## config.mk

```make
export PLATFORM = sky130hd
export DESIGN_NAME = addr_rx
export DESIGN_NICKNAME = d
export VERILOG_FILES = /design/src/verilog/addr_rx_pkg.sv /design/src/verilog/addr_rx.sv
export SDC_FILE = /design/constraint.sdc
export NUM_CORES = 1
export LEC_CHECK = 0
export ABC_AREA = 1
export BUFFER_PORTS_ARGS = -buffer_cell sky130_fd_sc_hd__buf_2
export CORE_MARGIN = 3
export CORE_UTILIZATION = 51
export CTS_CLUSTER_DIAMETER = 40
export DETAILED_ROUTE_END_ITERATION = 10
export GPL_ROUTABILITY_DRIVEN = 0
export MAX_ROUTING_LAYER = met4
export PLACE_DENSITY_LB_ADDON = 0.12
export SLEW_MARGIN = 10
export SYNTH_ARGS = -nofsm -noshare
export SYNTH_HDL_FRONTEND = slang
export SYNTH_SLANG_ARGS = --single-unit
```

## constraint.sdc

```tcl
create_clock -name CLOCK -period 2.2 [get_ports CLOCK]
set_input_delay 0.11 -clock CLOCK [delete_from_list [all_inputs] [get_ports CLOCK]]
set_output_delay 0.11 -clock CLOCK [all_outputs]
set_load 0.02 [all_outputs]
```

## src/verilog/addr_rx_pkg.sv

```systemverilog
package addr_rx_pkg;
  // APB byte addresses, one 32-bit word each
  localparam logic [7:0] ADDR_RECEIVE_STATUS_CONTROL = 8'h00;
  localparam logic [7:0] ADDR_RECEIVE_DATA = 8'h04;
  localparam logic [7:0] ADDR_TRANSMIT_STATUS_CONTROL = 8'h08;
  localparam logic [7:0] ADDR_BAUD_CONTROL = 8'h0C;
  localparam logic [7:0] ADDR_RATE_DIVISOR_LOW = 8'h10;
  localparam logic [7:0] ADDR_RATE_DIVISOR_HIGH = 8'h14;
  localparam logic [7:0] ADDR_IRQ_ENABLE = 8'h18;
  localparam logic [7:0] ADDR_IRQ_FLAG = 8'h1C;

  // receive_status_control fields
  localparam int SERIAL_PORT_EN_BIT = 7;
  localparam int NINE_BIT_RECEIVE_SEL_BIT = 6;
  localparam int CONTINUOUS_RECEIVE_EN_BIT = 4;
  localparam int ADDR_DETECT_EN_BIT = 3;
  localparam int FRAMING_ERROR_BIT = 2;
  localparam int OVERRUN_ERROR_BIT = 1;
  localparam int NINTH_RECEIVE_BIT = 0;
  // transmit_status_control fields
  localparam int SYNC_MODE_BIT = 4;
  localparam int HIGH_SPEED_SEL_BIT = 2;
  localparam int SHIFT_EMPTY_BIT = 1;
  // baud_control fields
  localparam int RECEIVE_IDLE_BIT = 6;
  localparam int WIDE_DIVISOR_SEL_BIT = 3;

  localparam logic [7:0] RCV_CTRL_RESET = 8'h00;
  localparam logic [7:0] XMT_CTRL_RESET = 8'h00;
  localparam logic [7:0] BAUD_CTRL_RESET = 8'h00;
  localparam logic [15:0] DIVISOR_RESET = 16'h0000;

  localparam int OVERSAMPLE = 16;
  localparam logic [3:0] HALF_BIT_TICKS = 4'h7;
  localparam logic [3:0] LAST_TICK = 4'hF;
  localparam int FIFO_DEPTH = 2;

  typedef enum logic [1:0] {
    RX_IDLE = 2'b00,
    RX_START = 2'b01,
    RX_DATA = 2'b10,
    RX_STOP = 2'b11
  } rx_state_t;

  typedef struct packed {
    logic framing_error;
    logic [8:0] data;
  } rx_char_t;

  typedef struct packed {
    logic serial_port_en;
    logic nine_bit_receive_sel;
    logic continuous_receive_en;
    logic addr_detect_en;
    logic sync_mode;
    logic high_speed_sel;
    logic wide_divisor_sel;
  } rx_cfg_t;
endpackage : addr_rx_pkg
```

## src/verilog/addr_rx.sv

```systemverilog
// Overview of operation
// - Address-detect bit set enters filtering mode
// - Filtering assumes nine-bit reception is selected
// - Filtering keeps only ninth-bit-set characters
// - Filter off passes every character
// - Ready flag on store; irq when enabled
// - Filtered characters read ninth bit one
// - Needs port enable and async mode
// - Nine-bit select shifts nine data bits
// - Reception starts after continuous enable set
// - Clearing continuous enable clears overrun
// - Baud from 16-bit divisor and mode bits
// - Two-entry FIFO; third char overruns, blocks
// - Start bit verified at half bit
// - Stop zero sets per-character framing error
// - Sixteen-times sampling with majority vote
//
// Added by the designer: the address map and the APB register port.
`timescale 1ns/1ps
module addr_rx #(
  parameter int DIV_WIDTH = 16
) (
  input wire logic CLOCK,
  input wire logic RST_N,
  input wire logic RX_IN,
  input wire logic PSEL,
  input wire logic PENABLE,
  input wire logic PWRITE,
  input wire logic [7:0] PADDR,
  input wire logic [31:0] PWDATA,
  output logic [31:0] PRDATA,
  output logic PREADY,
  output logic PSLVERR,
  output logic RX_IRQ
);
  if (DIV_WIDTH != 16) begin : g_width_check
    $error("addr_rx: divisor must be 16 bits");
  end

  logic [7:0] rcv_ctrl_r;
  logic [7:0] xmt_ctrl_r;
  logic [7:0] baud_ctrl_r;
  logic [DIV_WIDTH-1:0] divisor_r;
  logic irq_en_r;
  logic overrun_r;
  addr_rx_pkg::rx_cfg_t cfg;
  addr_rx_pkg::rx_char_t fifo_r [addr_rx_pkg::FIFO_DEPTH];
  logic [1:0] count_r;
  logic rd_ptr_r;
  logic wr_ptr_r;

  assign cfg.serial_port_en = rcv_ctrl_r[addr_rx_pkg::SERIAL_PORT_EN_BIT];
  assign cfg.nine_bit_receive_sel = rcv_ctrl_r[addr_rx_pkg::NINE_BIT_RECEIVE_SEL_BIT];
  assign cfg.continuous_receive_en = rcv_ctrl_r[addr_rx_pkg::CONTINUOUS_RECEIVE_EN_BIT];
  assign cfg.addr_detect_en = rcv_ctrl_r[addr_rx_pkg::ADDR_DETECT_EN_BIT];
  assign cfg.sync_mode = xmt_ctrl_r[addr_rx_pkg::SYNC_MODE_BIT];
  assign cfg.high_speed_sel = xmt_ctrl_r[addr_rx_pkg::HIGH_SPEED_SEL_BIT];
  assign cfg.wide_divisor_sel = baud_ctrl_r[addr_rx_pkg::WIDE_DIVISOR_SEL_BIT];

  logic rx_active;
  assign rx_active = cfg.serial_port_en && !cfg.sync_mode
      && cfg.continuous_receive_en;

  // APB: zero wait states; unmapped addresses read zero with PSLVERR
  logic apb_access;
  logic wr_en;
  logic rd_data_pop;
  logic addr_hit;
  assign PREADY = 1'b1;
  assign apb_access = PSEL && PENABLE;
  assign wr_en = apb_access && PWRITE;
  assign rd_data_pop = apb_access && !PWRITE
      && PADDR == addr_rx_pkg::ADDR_RECEIVE_DATA;
  always_comb begin
    addr_hit = 1'b1;
    unique case (PADDR)
      addr_rx_pkg::ADDR_RECEIVE_STATUS_CONTROL, addr_rx_pkg::ADDR_RECEIVE_DATA,
      addr_rx_pkg::ADDR_TRANSMIT_STATUS_CONTROL, addr_rx_pkg::ADDR_BAUD_CONTROL,
      addr_rx_pkg::ADDR_RATE_DIVISOR_LOW, addr_rx_pkg::ADDR_RATE_DIVISOR_HIGH,
      addr_rx_pkg::ADDR_IRQ_ENABLE, addr_rx_pkg::ADDR_IRQ_FLAG: addr_hit = 1'b1;
      default: addr_hit = 1'b0;
    endcase
  end
  assign PSLVERR = apb_access && !addr_hit;

  always_ff @(posedge CLOCK) begin
    if (!RST_N) begin
      rcv_ctrl_r <= addr_rx_pkg::RCV_CTRL_RESET;
      xmt_ctrl_r <= addr_rx_pkg::XMT_CTRL_RESET;
      baud_ctrl_r <= addr_rx_pkg::BAUD_CTRL_RESET;
      divisor_r <= addr_rx_pkg::DIVISOR_RESET;
      irq_en_r <= 1'b0;
    end else if (wr_en) begin
      unique case (PADDR)
        addr_rx_pkg::ADDR_RECEIVE_STATUS_CONTROL: begin
          rcv_ctrl_r <= {PWDATA[7:6], 1'b0, PWDATA[4:3], 3'h0};
        end
        addr_rx_pkg::ADDR_TRANSMIT_STATUS_CONTROL: begin
          xmt_ctrl_r <= {3'h0, PWDATA[4], 1'b0, PWDATA[2], 2'h0};
        end
        addr_rx_pkg::ADDR_BAUD_CONTROL: begin
          baud_ctrl_r <= {4'h0, PWDATA[3], 3'h0};
        end
        addr_rx_pkg::ADDR_RATE_DIVISOR_LOW: divisor_r[7:0] <= PWDATA[7:0];
        addr_rx_pkg::ADDR_RATE_DIVISOR_HIGH: divisor_r[15:8] <= PWDATA[7:0];
        addr_rx_pkg::ADDR_IRQ_ENABLE: irq_en_r <= PWDATA[0];
        default: begin
        end
      endcase
    end
  end

  // Baud tick at 16x: divisor count per mode. Low-speed 8-bit mode
  // needs 64 clocks per bit, so four divisor counts per 16x tick.
  logic [15:0] div_cnt_r;
  logic [1:0] pre_cnt_r;
  logic [15:0] div_top;
  logic [1:0] pre_top;
  logic tick;
  always_comb begin
    div_top = cfg.wide_divisor_sel ? divisor_r : {8'h00, divisor_r[7:0]};
    unique case ({cfg.wide_divisor_sel, cfg.high_speed_sel})
      2'b00: pre_top = 2'h3;
      2'b01, 2'b10: pre_top = 2'h0;
      2'b11: pre_top = 2'h0;
    endcase
  end
  // With both selects set the bit rate equals that with the wide-divisor select alone; 16x sampling caps it
  assign tick = div_cnt_r == 16'h0000 && pre_cnt_r == 2'h0;
  always_ff @(posedge CLOCK) begin
    if (!RST_N || !cfg.serial_port_en) begin
      div_cnt_r <= 16'h0000;
      pre_cnt_r <= 2'h0;
    end else if (div_cnt_r != 16'h0000) begin
      div_cnt_r <= div_cnt_r - 16'h0001;
    end else begin
      div_cnt_r <= div_top;
      pre_cnt_r <= (pre_cnt_r == 2'h0) ? pre_top : pre_cnt_r - 2'h1;
    end
  end

  // Receive state machine
  addr_rx_pkg::rx_state_t state_r;
  logic [3:0] tick_cnt_r;
  logic [3:0] bit_cnt_r;
  logic [8:0] receive_shift_reg;
  logic [2:0] vote_r;
  logic rx_prev_r;
  logic maj;
  logic [3:0] data_bits;
  logic char_done;
  logic keep_char;
  logic store;
  assign maj = (vote_r[0] & vote_r[1]) | (vote_r[1] & vote_r[2])
      | (vote_r[0] & vote_r[2]);
  assign data_bits = cfg.nine_bit_receive_sel ? 4'h9 : 4'h8;
  // Done once the stop votes are in, so a start edge right after is seen
  localparam logic [3:0] STOP_DONE_TICK = addr_rx_pkg::HALF_BIT_TICKS + 4'h2;
  assign char_done = tick && state_r == addr_rx_pkg::RX_STOP
      && tick_cnt_r == STOP_DONE_TICK;
  // Filter uses the enable present at char_done; eight-bit chars all drop
  assign keep_char = !cfg.addr_detect_en || receive_shift_reg[8];
  assign store = char_done && keep_char && !overrun_r;

  always_ff @(posedge CLOCK) begin
    if (!RST_N) begin
      rx_prev_r <= 1'b1;
    end else begin
      rx_prev_r <= RX_IN;
    end
  end

  always_ff @(posedge CLOCK) begin
    if (!RST_N || !rx_active) begin
      state_r <= addr_rx_pkg::RX_IDLE;
      tick_cnt_r <= 4'h0;
      bit_cnt_r <= 4'h0;
      receive_shift_reg <= 9'h000;
      vote_r <= 3'h7;
    end else if (overrun_r) begin
      state_r <= addr_rx_pkg::RX_IDLE;
    end else begin
      unique case (state_r)
        addr_rx_pkg::RX_IDLE: begin
          tick_cnt_r <= 4'h0;
          bit_cnt_r <= 4'h0;
          if (rx_prev_r && !RX_IN) state_r <= addr_rx_pkg::RX_START;
        end
        addr_rx_pkg::RX_START: begin
          if (tick) begin
            tick_cnt_r <= tick_cnt_r + 4'h1;
            if (tick_cnt_r == addr_rx_pkg::HALF_BIT_TICKS && RX_IN) begin
              // No error on a glitch, just resume hunting
              tick_cnt_r <= 4'h0;
              state_r <= addr_rx_pkg::RX_IDLE;
            end else if (tick_cnt_r == addr_rx_pkg::LAST_TICK) begin
              // Bit counts restart on bit edges, so votes fall on centres
              state_r <= addr_rx_pkg::RX_DATA;
            end
          end
        end
        addr_rx_pkg::RX_DATA, addr_rx_pkg::RX_STOP: begin
          if (tick) begin
            tick_cnt_r <= tick_cnt_r + 4'h1;
            if (tick_cnt_r >= 4'h6 && tick_cnt_r <= 4'h8) begin
              vote_r <= {vote_r[1:0], RX_IN};
            end
            if (state_r == addr_rx_pkg::RX_STOP) begin
              // Leave at the stop centre, ahead of the next start edge
              if (tick_cnt_r == STOP_DONE_TICK) state_r <= addr_rx_pkg::RX_IDLE;
            end else if (tick_cnt_r == addr_rx_pkg::LAST_TICK) begin
              receive_shift_reg <= cfg.nine_bit_receive_sel
                  ? {maj, receive_shift_reg[8:1]}
                  : {1'b0, maj, receive_shift_reg[7:1]};
              bit_cnt_r <= bit_cnt_r + 4'h1;
              if (bit_cnt_r + 4'h1 == data_bits) state_r <= addr_rx_pkg::RX_STOP;
            end
          end
        end
      endcase
    end
  end
  // Stop level is the majority of the three stop center votes, valid at char_done
  logic stop_bad;
  assign stop_bad = !maj;

  // A pop in the same cycle frees the slot that a full buffer needs,
  // so a character finishing then is kept rather than lost
  logic push;
  logic pop;
  assign pop = rd_data_pop && count_r != 2'h0;
  assign push = store && (count_r != 2'h2 || pop);

  always_ff @(posedge CLOCK) begin
    if (!RST_N || !cfg.serial_port_en) begin
      count_r <= 2'h0;
      rd_ptr_r <= 1'b0;
      wr_ptr_r <= 1'b0;
      fifo_r[0] <= '0;
      fifo_r[1] <= '0;
    end else begin
      if (push) begin
        fifo_r[wr_ptr_r] <= '{framing_error: stop_bad, data: receive_shift_reg};
        wr_ptr_r <= ~wr_ptr_r;
      end
      if (pop) rd_ptr_r <= ~rd_ptr_r;
      count_r <= count_r + {1'b0, push} - {1'b0, pop};
    end
  end

  // Overrun: a third whole character with both entries full
  // Filtered characters fail keep_char, so they never overrun
  always_ff @(posedge CLOCK) begin
    if (!RST_N || !cfg.continuous_receive_en || !cfg.serial_port_en) begin
      overrun_r <= 1'b0;
    end else if (char_done && keep_char && count_r == 2'h2 && !rd_data_pop) begin
      overrun_r <= 1'b1;
    end
  end

  logic receive_ready_flag;
  addr_rx_pkg::rx_char_t top;
  assign receive_ready_flag = count_r != 2'h0;
  assign top = fifo_r[rd_ptr_r];

  always_ff @(posedge CLOCK) begin
    if (!RST_N) begin
      RX_IRQ <= 1'b0;
    end else begin
      RX_IRQ <= receive_ready_flag && irq_en_r;
    end
  end

  logic [7:0] rd_byte;
  always_comb begin
    rd_byte = 8'h00;
    unique case (PADDR)
      addr_rx_pkg::ADDR_RECEIVE_STATUS_CONTROL: begin
        rd_byte = rcv_ctrl_r;
        rd_byte[addr_rx_pkg::FRAMING_ERROR_BIT] = top.framing_error && receive_ready_flag;
        rd_byte[addr_rx_pkg::OVERRUN_ERROR_BIT] = overrun_r;
        // Like framing, no stale ninth bit once the buffer is empty
        rd_byte[addr_rx_pkg::NINTH_RECEIVE_BIT] = top.data[8] && receive_ready_flag;
      end
      addr_rx_pkg::ADDR_RECEIVE_DATA: rd_byte = top.data[7:0];
      addr_rx_pkg::ADDR_TRANSMIT_STATUS_CONTROL: begin
        rd_byte = xmt_ctrl_r;
        rd_byte[addr_rx_pkg::SHIFT_EMPTY_BIT] = 1'b1;
      end
      addr_rx_pkg::ADDR_BAUD_CONTROL: begin
        rd_byte = baud_ctrl_r;
        rd_byte[addr_rx_pkg::RECEIVE_IDLE_BIT] = state_r == addr_rx_pkg::RX_IDLE;
      end
      addr_rx_pkg::ADDR_RATE_DIVISOR_LOW: rd_byte = divisor_r[7:0];
      addr_rx_pkg::ADDR_RATE_DIVISOR_HIGH: rd_byte = divisor_r[15:8];
      addr_rx_pkg::ADDR_IRQ_ENABLE: rd_byte = {7'h00, irq_en_r};
      addr_rx_pkg::ADDR_IRQ_FLAG: rd_byte = {7'h00, receive_ready_flag};
      default: rd_byte = 8'h00;
    endcase
  end
  assign PRDATA = {24'h00_0000, rd_byte};

  // Checks on the receive path and the buffer
  a_filter_drops_plain: assert property (@(posedge CLOCK) disable iff (!RST_N)
      char_done && cfg.addr_detect_en && !receive_shift_reg[8]
      |=> $stable(wr_ptr_r)) else $error("filtered char stored");
  a_pass_all_chars: assert property (@(posedge CLOCK) disable iff (!RST_N)
      char_done && !cfg.addr_detect_en && !overrun_r && count_r == 2'h0 && !rd_data_pop
      |=> count_r == 2'h1) else $error("char not stored");
  a_ready_irq_gate: assert property (@(posedge CLOCK) disable iff (!RST_N)
      !irq_en_r ##1 !irq_en_r |-> !RX_IRQ) else $error("irq without enable");
  a_irq_follows_flag: assert property (@(posedge CLOCK) disable iff (!RST_N)
      receive_ready_flag && irq_en_r |=> RX_IRQ) else $error("irq missing");
  a_ninth_in_filter: assert property (@(posedge CLOCK) disable iff (!RST_N)
      push && cfg.addr_detect_en |=> fifo_r[$past(wr_ptr_r)].data[8])
      else $error("ninth bit zero");
  a_inactive_idle: assert property (@(posedge CLOCK) disable iff (!RST_N)
      !rx_active |=> state_r == addr_rx_pkg::RX_IDLE) else $error("rx while off");
  a_overrun_cleared: assert property (@(posedge CLOCK) disable iff (!RST_N)
      !cfg.continuous_receive_en |=> !overrun_r) else $error("overrun kept");
  a_overrun_sets: assert property (@(posedge CLOCK) disable iff (!RST_N)
      char_done && keep_char && count_r == 2'h2 && !rd_data_pop
      |=> overrun_r) else $error("overrun missed");
  a_overrun_blocks: assert property (@(posedge CLOCK) disable iff (!RST_N)
      overrun_r && !store |=> $stable(wr_ptr_r)) else $error("stored in overrun");
  a_fifo_depth_two: assert property (@(posedge CLOCK) disable iff (!RST_N)
      count_r <= 2'h2) else $error("fifo over depth");
  a_data_pops: assert property (@(posedge CLOCK) disable iff (!RST_N)
      rd_data_pop && count_r == 2'h1 && !store |=> count_r == 2'h0)
      else $error("pop lost");
  a_glitch_abort: assert property (@(posedge CLOCK) disable iff (!RST_N)
      state_r == addr_rx_pkg::RX_START && tick && tick_cnt_r == addr_rx_pkg::HALF_BIT_TICKS
      && RX_IN && rx_active && !overrun_r
      |=> state_r == addr_rx_pkg::RX_IDLE && !overrun_r) else $error("no abort");
  a_framing_stored: assert property (@(posedge CLOCK) disable iff (!RST_N)
      store && count_r == 2'h0 && !rd_data_pop
      |=> top.framing_error == $past(stop_bad)) else $error("framing lost");
  a_nine_bit_count: assert property (@(posedge CLOCK) disable iff (!RST_N)
      state_r == addr_rx_pkg::RX_STOP && rx_active
      |-> bit_cnt_r == data_bits) else $error("wrong bit count");
endmodule : addr_rx

```

==> summary.txt, run 1 <==
Setup path
  – CP cell instances: inv_2, ha_1, inv_1, nor2_1, nand2_1, nor2_4, nand4_4, nor2_4, inv_2, ha_4, inv_1, ha_2, or2_4, a21oi_2
  – Worst EP required: 2.49 ns
  – Largest delay contributor family on the critical path: simple AND/OR/NAND/NOR gates
  – WP buf/inv: 4
  – Reg2Reg Setup Slack: 0.16 ns
  – Critical path endpoint category: flip-flop
  – Worst R2R Start: div_cnt_r[0]
  – Crit path DAT: 2.33 ns
  – Crit-path slowest cell: dfxtp_2
  – RR Endpoint: count_r[1]
  – Slowest Stage Delay on Critical Path: 0.33 ns
  – CP Class: flip-flop to flip-flop
  – Critical Path Source Type: flip-flop
  – Reg2Reg Depth: 14
  – Crit path max fanout: 3

Yosys
  – Total number of yosys warnings: 0
  – Cells after Synth: 684
  – FFs w/ async S/R, synth: 0
  – Post-synth top area share: 0.2884
  – Synthesized area: between 0.004 and 0.005 mm²
  – Area contributors post-synth: dfxtp_1 (29%), edfxtp_1 (12%), nand2_1 (9.1%)
  – Number of synthesized flops with an enable pin: 20
  – Seq cells post-synth: 92
  – Most common cell in the netlist: nand2_1
  – Syn_area_per_cell: between 7 and 8 µm²
  – Sequential share of the synthesized area: 0.4085
  – Top post-synthesis cells by count: nand2_1 (121), nor2_1 (102), inv_1 (86), dfxtp_1 (72), nand3_1 (47)
  – Ys flop type: dfxtp_1
  – Synth unique cells: 40
  – Synth area leader: dfxtp_1

Die
  – DIE HEIGHT: 105 µm
  – Initial core utilization: 0.5334
  – Die width: 105 µm
  – Site Rows: 35
  – # IOs: about 80
  – Die ar.: 0.01103 mm²
  – Core region area: 0.009371 mm²

Finish
  – Nets: 784
  – Max FFs per register: 20
  – Post-Layout Cell Count: 864
  – Area delta synth->final: 10.26%
  – Biggest register: fifo_r
  – Biggest regs: fifo_r: 20 flops, div_cnt_r: 16 flops, divisor_r: 16 flops
  – Layout cells sized above 1: 0.1714
  – Final std cell area, no fill: ~0.0055 mm²
  – Final core occ: 0.5881
  – Diode count: 0

STA
  – RSZ-0062 raised after global routing: no
  – Final setup fails: 0
  – Final clock skew: 0.01486 ns
  – Slew headroom: 0.6428
  – Final Cycle Share: 0.9262
  – Min Tclk post-route: approximately 2.0 ns
  – Slew Viols, Final: 0
  – Hold Vio Cnt, Final: 0
  – FMAX: a little under 500 MHz
  – Worst-Margin Slew: between 0.5 and 0.6 ns
  – Worst hold slack: 0.03325 ns
  – Setup TNS: 0 ns

Placement
  – Port buffer count: 31
  – Inst Count DP: 844
  – Placed inst area: 0.005241 mm²
  – HPWL Detailed: 8592 µm

Global route
  – GRT Util Overall: 0.2199
  – GRT Residual Overflow: 0
  – Vias in the first global route: between 4000 and 5000
  – Global-route wire length before repair: 19190 µm
  – Initial antenna violation count: 0
  – Largest net degree at the start of global routing: 26

Min path
  – Hold endpoint: xmt_ctrl_r[2]
  – Worst Hold Path Cells: 3
  – HP Start: PWDATA[2]
  – Hold crit path type: input pin to flip-flop

Detailed routing
  – DRC Markers: 0
  – WL per Instance: 13.30 µm
  – DRT Wirelength: 11490 µm
  – Initial drt markers: 224
  – Via density: 5.020
  – Initial DRT Pass Iterations: 5
  – Antenna viol nets, final: 0
  – Via count: 4337

Power and ir drop
  – Gate power share: 0.039
  – Internal power: 2235 µW
  – Sw power: 719.7 µW
  – Worst vdd ir: around 320 µV
  – Clk network pwr share: 0.380
  – Reg power frac: 0.581
  – Switch share: 0.2436
  – Pleak: 0.002453 µW
  – Power Dens Cells: 536.1 mW/mm²

Clock network
  – Clock root buffer: clkbuf_8
  – Clk_lat worst skew: 0.37 ns
  – Max H-tree Level: 3
  – Clk slew on worst S/H paths: around 0.10 ns
  – Clock buffer depth: 2
  – Num CTS Buffers: 9
  – Clock sink count: 92
  – CTS tree: built

Status
  – Status: complete, no violations

Run
  – # Max-Cap Violations: 0
==> repair_timing <==
item	4_1_cts	5_1_grt
hold endpoints to repair	3	0
hold buffers	2	0
setup buffers	1	1
endpoints found under the setup margin	1	1
resized for setup	0	12
pin swaps	1	5
==> worst reg2reg max path: cells and delay by family, from the launching register on <==
| family | cells | cell delay, ns |
|---|---|---|
| AOI/OAI and AO/OA | 1 | 0.12 |
| and+or+nand+nor | 6 | 0.77 |
| buffers and inverters | 4 | 0.19 |
| adders and majority gates | 3 | 0.56 |
| DFF | 1 | 0.33 |
==> per-layer routing <==
| layer | track usage | routed length, µm |
|---|---|---|
| met4 | 0.04499 | 133 |
| met2 | 0.3286 | 5130 |
| met1 | 0.3056 | 5517 |
| met3 | 0.05250 | 707 |
| met5 | - | 0 |
==> cells in the final DEF, fill, tap and decap left out, types with 3 or more instances in the layout <==
master	n
inv_2	10
o21ai_1	14
nand2_1	121
clkbuf_8	9
a21oi_1	40
o21bai_1	4
nand4_1	9
o21ai_0	43
nor2_1	101
nor3_1	3
o211ai_1	4
xnor2_1	4
buf_4	20
nand2_2	6
nor2_4	9
edfxtp_1	20
conb_1	25
nand3_1	46
nand3_2	3
mux2_2	6
inv_1	83
dfxtp_1	71
xor2_1	3
ha_1	6
buf_2	31
nor2_2	17
==> power by group through the flow <==
stage	Sequential [µW]	Combinational, µW	Clock, µW
floorplan	1760	106	0
global placement	1760	109	0
detailed placement	1760	109	0
CTS	1720	112	1150
global route	1720	125	1220
finish	1720	115	1120
==> stage by stage <==
stage | total power [µW] | worst slack (ns)
3_3_place_gp | 1864 | 0.05470
4_1_cts | 2981 | 0.005167
5_1_grt | 3065 | 0.02506
3_5_place_dp | 1865 | -0.005820
6_report | 2955 | 0.1624
2_1_floorplan | 1861 | 0.08530
==> cell families (layout without fill, tap and decap cells) <==
logic type | Yosys count | in the layout | synth area share
simple gates | 321 | 321 | 0.2936
mux | 6 | 6 | 0.01352
xor+xnor | 7 | 7 | 0.01227
flops | 92 | 92 | 0.4085
other cells | 2 | 25 | 0.001502
fa+ha+maj | 8 | 8 | 0.02003
compound gates | 113 | 113 | 0.1209
buf+inv | 135 | 163 | 0.1297
==> worst max-delay path by stage <==
stage	start	to	slack, ns	cells past startpoint
final	div_cnt_r[0]	count_r[1]	0.16	14
after global routing	div_cnt_r[0]	count_r[1]	0.03	14
after CTS	div_cnt_r[0]	count_r[1]	0.005	14
after detailed placement	div_cnt_r[0]	count_r[1]	-0.006	14
after global placement	div_cnt_r[0]	count_r[1]	0.05	14
after floorplan	div_cnt_r[0]	count_r[1]	0.09	14
==> cell type report <==
type / count / area (µm²)
Clock inverter: 5 / 38.79
Sequential cell: 92 / 2043
Inverter: 94 / 352.8
Fill cell: 911 / 3860
Clock buffer: 11 / 152.6
Timing Repair Buffer: 53 / 325.3
Multi-Input combinational cell: 480 / 2437
Tap cell: 129 / 161.4
Note: power is estimated with default switching activity, not from simulation.
==> inputs of run 2 (changes only) <==
--- a/config.mk
+++ b/config.mk
@@ -14,6 +14,7 @@
 export GPL_ROUTABILITY_DRIVEN = 0
 export MAX_ROUTING_LAYER = met4
 export PLACE_DENSITY_LB_ADDON = 0.12
+export RECOVER_POWER = 25
 export SLEW_MARGIN = 10
 export SYNTH_ARGS = -nofsm -noshare
 export SYNTH_HDL_FRONTEND = slang
==> summary.txt, run 2 (same netlist as run 1, synthesis figures left out) <==
Status
  – Status: complete, no violations

STA
  – Min Tclk post-route: 2.039 ns
  – Slew Viols, Final: 0
  – Final Cycle Share: 0.9268
  – Hold Vio Cnt, Final: 0
  – FMAX: 490.4 MHz
  – Slew headroom: 0.6432
  – RSZ-0062 raised after global routing: no
  – Final clock skew: 0.01450 ns
  – Final WS setup: around 0.16 ns
  – Worst-Margin Slew: 0.5345 ns
  – Final setup fails: 0

Placement
  – Placed inst area: ~0.0052 mm²
  – Port buffer count: 31
  – HPWL Detailed: 8592 µm
  – Pre-CTS setup slack: -0.005820 ns
  – Inst Count DP: around 840

Die
  – DIE HEIGHT: 105 µm
  – Die width: between 100 and 150 µm
  – Site Rows: 35
  – # IOs: 81
  – Core region area: 0.009371 mm²
  – Die ar.: 0.01103 mm²
  – Initial core utilization: 0.5334

Global route
  – Initial antenna violation count: 0
  – Met3 global-route usage: 0.05250
  – Gr busiest metal: met2
  – Vias in the first global route: between 4000 and 5000
  – Grt met2 use: 0.3286
  – GRT Residual Overflow: 0
  – GRT Util Overall: 0.2199
  – Global-route wire length before repair: 19190 µm
  – Largest net degree at the start of global routing: 26
  – Met1 GRT Util: 0.3056

Finish
  – Final core occ: 0.5858
  – Commonest non-fill, non-tap cell in the layout: nand2_1
  – Biggest register: fifo_r
  – Max FFs per register: 20
  – Most frequent cells in the layout: nand2_1 (121), nor2_1 (104), inv_1 (84)
  – Biggest regs: fifo_r: 20 flops, div_cnt_r: 16 flops, divisor_r: 16 flops
  – Nets: 784
  – Diode count: 0
  – Fillers: ~920
  – Final std cell area, no fill: 0.005490 mm²
  – Layout cells sized above 1: 0.1592
  – Area delta synth->final: 9.837%
  – Post-Layout Cell Count: 864

Power and ir drop
  – Pleak: 0.002438 µW
  – Gate power share: 0.038
  – Worst vdd ir: about 320 µV
  – Power Dens Cells: 537.9 mW/mm²
  – Clk network pwr share: 0.381
  – Internal power: about 2200 µW
  – Power Total: 2953 µW
  – Reg power frac: 0.581
  – Sw power: 719.8 µW
  – Switch share: 0.2438

Setup path
  – Crit path max fanout: 3
  – Critical path endpoint category: flip-flop
  – Critical Path Source Type: flip-flop
  – Crit path DAT: 2.33 ns
  – Worst EP required: 2.49 ns
  – CP Class: flip-flop to flip-flop

Min path
  – Hold crit path type: input pin to flip-flop

Detailed routing
  – Initial drt markers: 238
  – DRC Markers: 0
  – Antenna viol nets, final: 0
  – Via count: 4298
  – DRT Wirelength: around 12000 µm
  – WL per Instance: 13.38 µm
  – Via density: 4.975
  – Initial DRT Pass Iterations: 5

Clock network
  – CTS tree: built
  – Clk slew on worst S/H paths: about 0.10 ns
  – Clock sink count: 92
  – Clk_lat worst skew: 0.37 ns
  – Max H-tree Level: 3
  – Clock buffer depth: 2
  – Clock root buffer: clkbuf_8
  – Num CTS Buffers: 9

Run
  – # Max-Cap Violations: 0
-- run 2: cell types whose count changed in the layout (fill, tap and decap cells not counted) --
| cell | change |
|---|---|
| clkbuf_1 | +5 |
| buf_2 | -4 |
| nor2_1 | +3 |
| nor2_2 | -2 |
| buf_4 | -1 |
| inv_1 | +1 |
| inv_2 | -1 |
| nor2_4 | -1 |
-- run 2: critical path, stage by stage, from the launching register on --
cell     delay, ns
dfxtp_2       0.33
inv_2         0.05
ha_1          0.14
inv_1         0.04
nor2_1        0.07
nand2_1       0.09
nor2_4        0.13
nand4_4       0.10
nor2_4        0.14
inv_2         0.06
ha_4          0.25
inv_1         0.04
ha_2          0.17
or2_4         0.25
a21oi_2       0.12
-- run 2: cell type report --
class	count	area, µm²	area share
Multi-Input combinational cell	480	2425	0.4417
Tap cell	129	161.4	0.02940
Sequential cell	92	2043	0.3722
Inverter	94	352.8	0.06427
Clock inverter	5	38.79	0.007065
Clock buffer	11	152.6	0.02780
Timing Repair Buffer	53	316.6	0.05766
-- run 2: final timing paths --
check / from / end / slack [ns] / cells after the start
hold reg to reg: div_cnt_r[0] / div_cnt_r[0] / 0.43 / 1
setup reg to reg: div_cnt_r[0] / count_r[1] / 0.16 / 14
setup / recovery: div_cnt_r[0] / count_r[1] / 0.16 / 14
hold / removal: PWDATA[2] / xmt_ctrl_r[2] / 0.03 / 3
-- run 2: routing by layer --
metal | vias up | wire length, µm
met2 | 116 | 5155
met4 | 0 | 133
met1 | 1941 | 5625
met5 | - | 0
li1 | 2230 | -
met3 | 11 | 643
-- run 2: stage by stage --
step                hold slack, ns    TNS, ns
finish                     0.02615          0
global route               0.01981          0
CTS                       0.009727          0
detailed placement          0.3650  -0.005820
global placement            0.3629          0
floorplan                   0.2185          0
-- run 2: timing repair --
item	4_1_cts	5_1_grt
buffers inserted	1	1
pin swaps	1	5
endpoints found under the setup margin	1	1
endpoints found under the hold margin	3	0
resized for setup	0	12
hold buffers	2	0
-- run 2: power by group through the flow --
| stage | sequential, µW | combinational, µW | clock, µW |
|---|---|---|---|
| finish | 1720 | 112 | 1120 |
| global route | 1720 | 122 | 1220 |
| CTS | 1720 | 112 | 1150 |
| floorplan | 1760 | 106 | 0 |
| detailed placement | 1760 | 109 | 0 |
| global placement | 1760 | 109 | 0 |
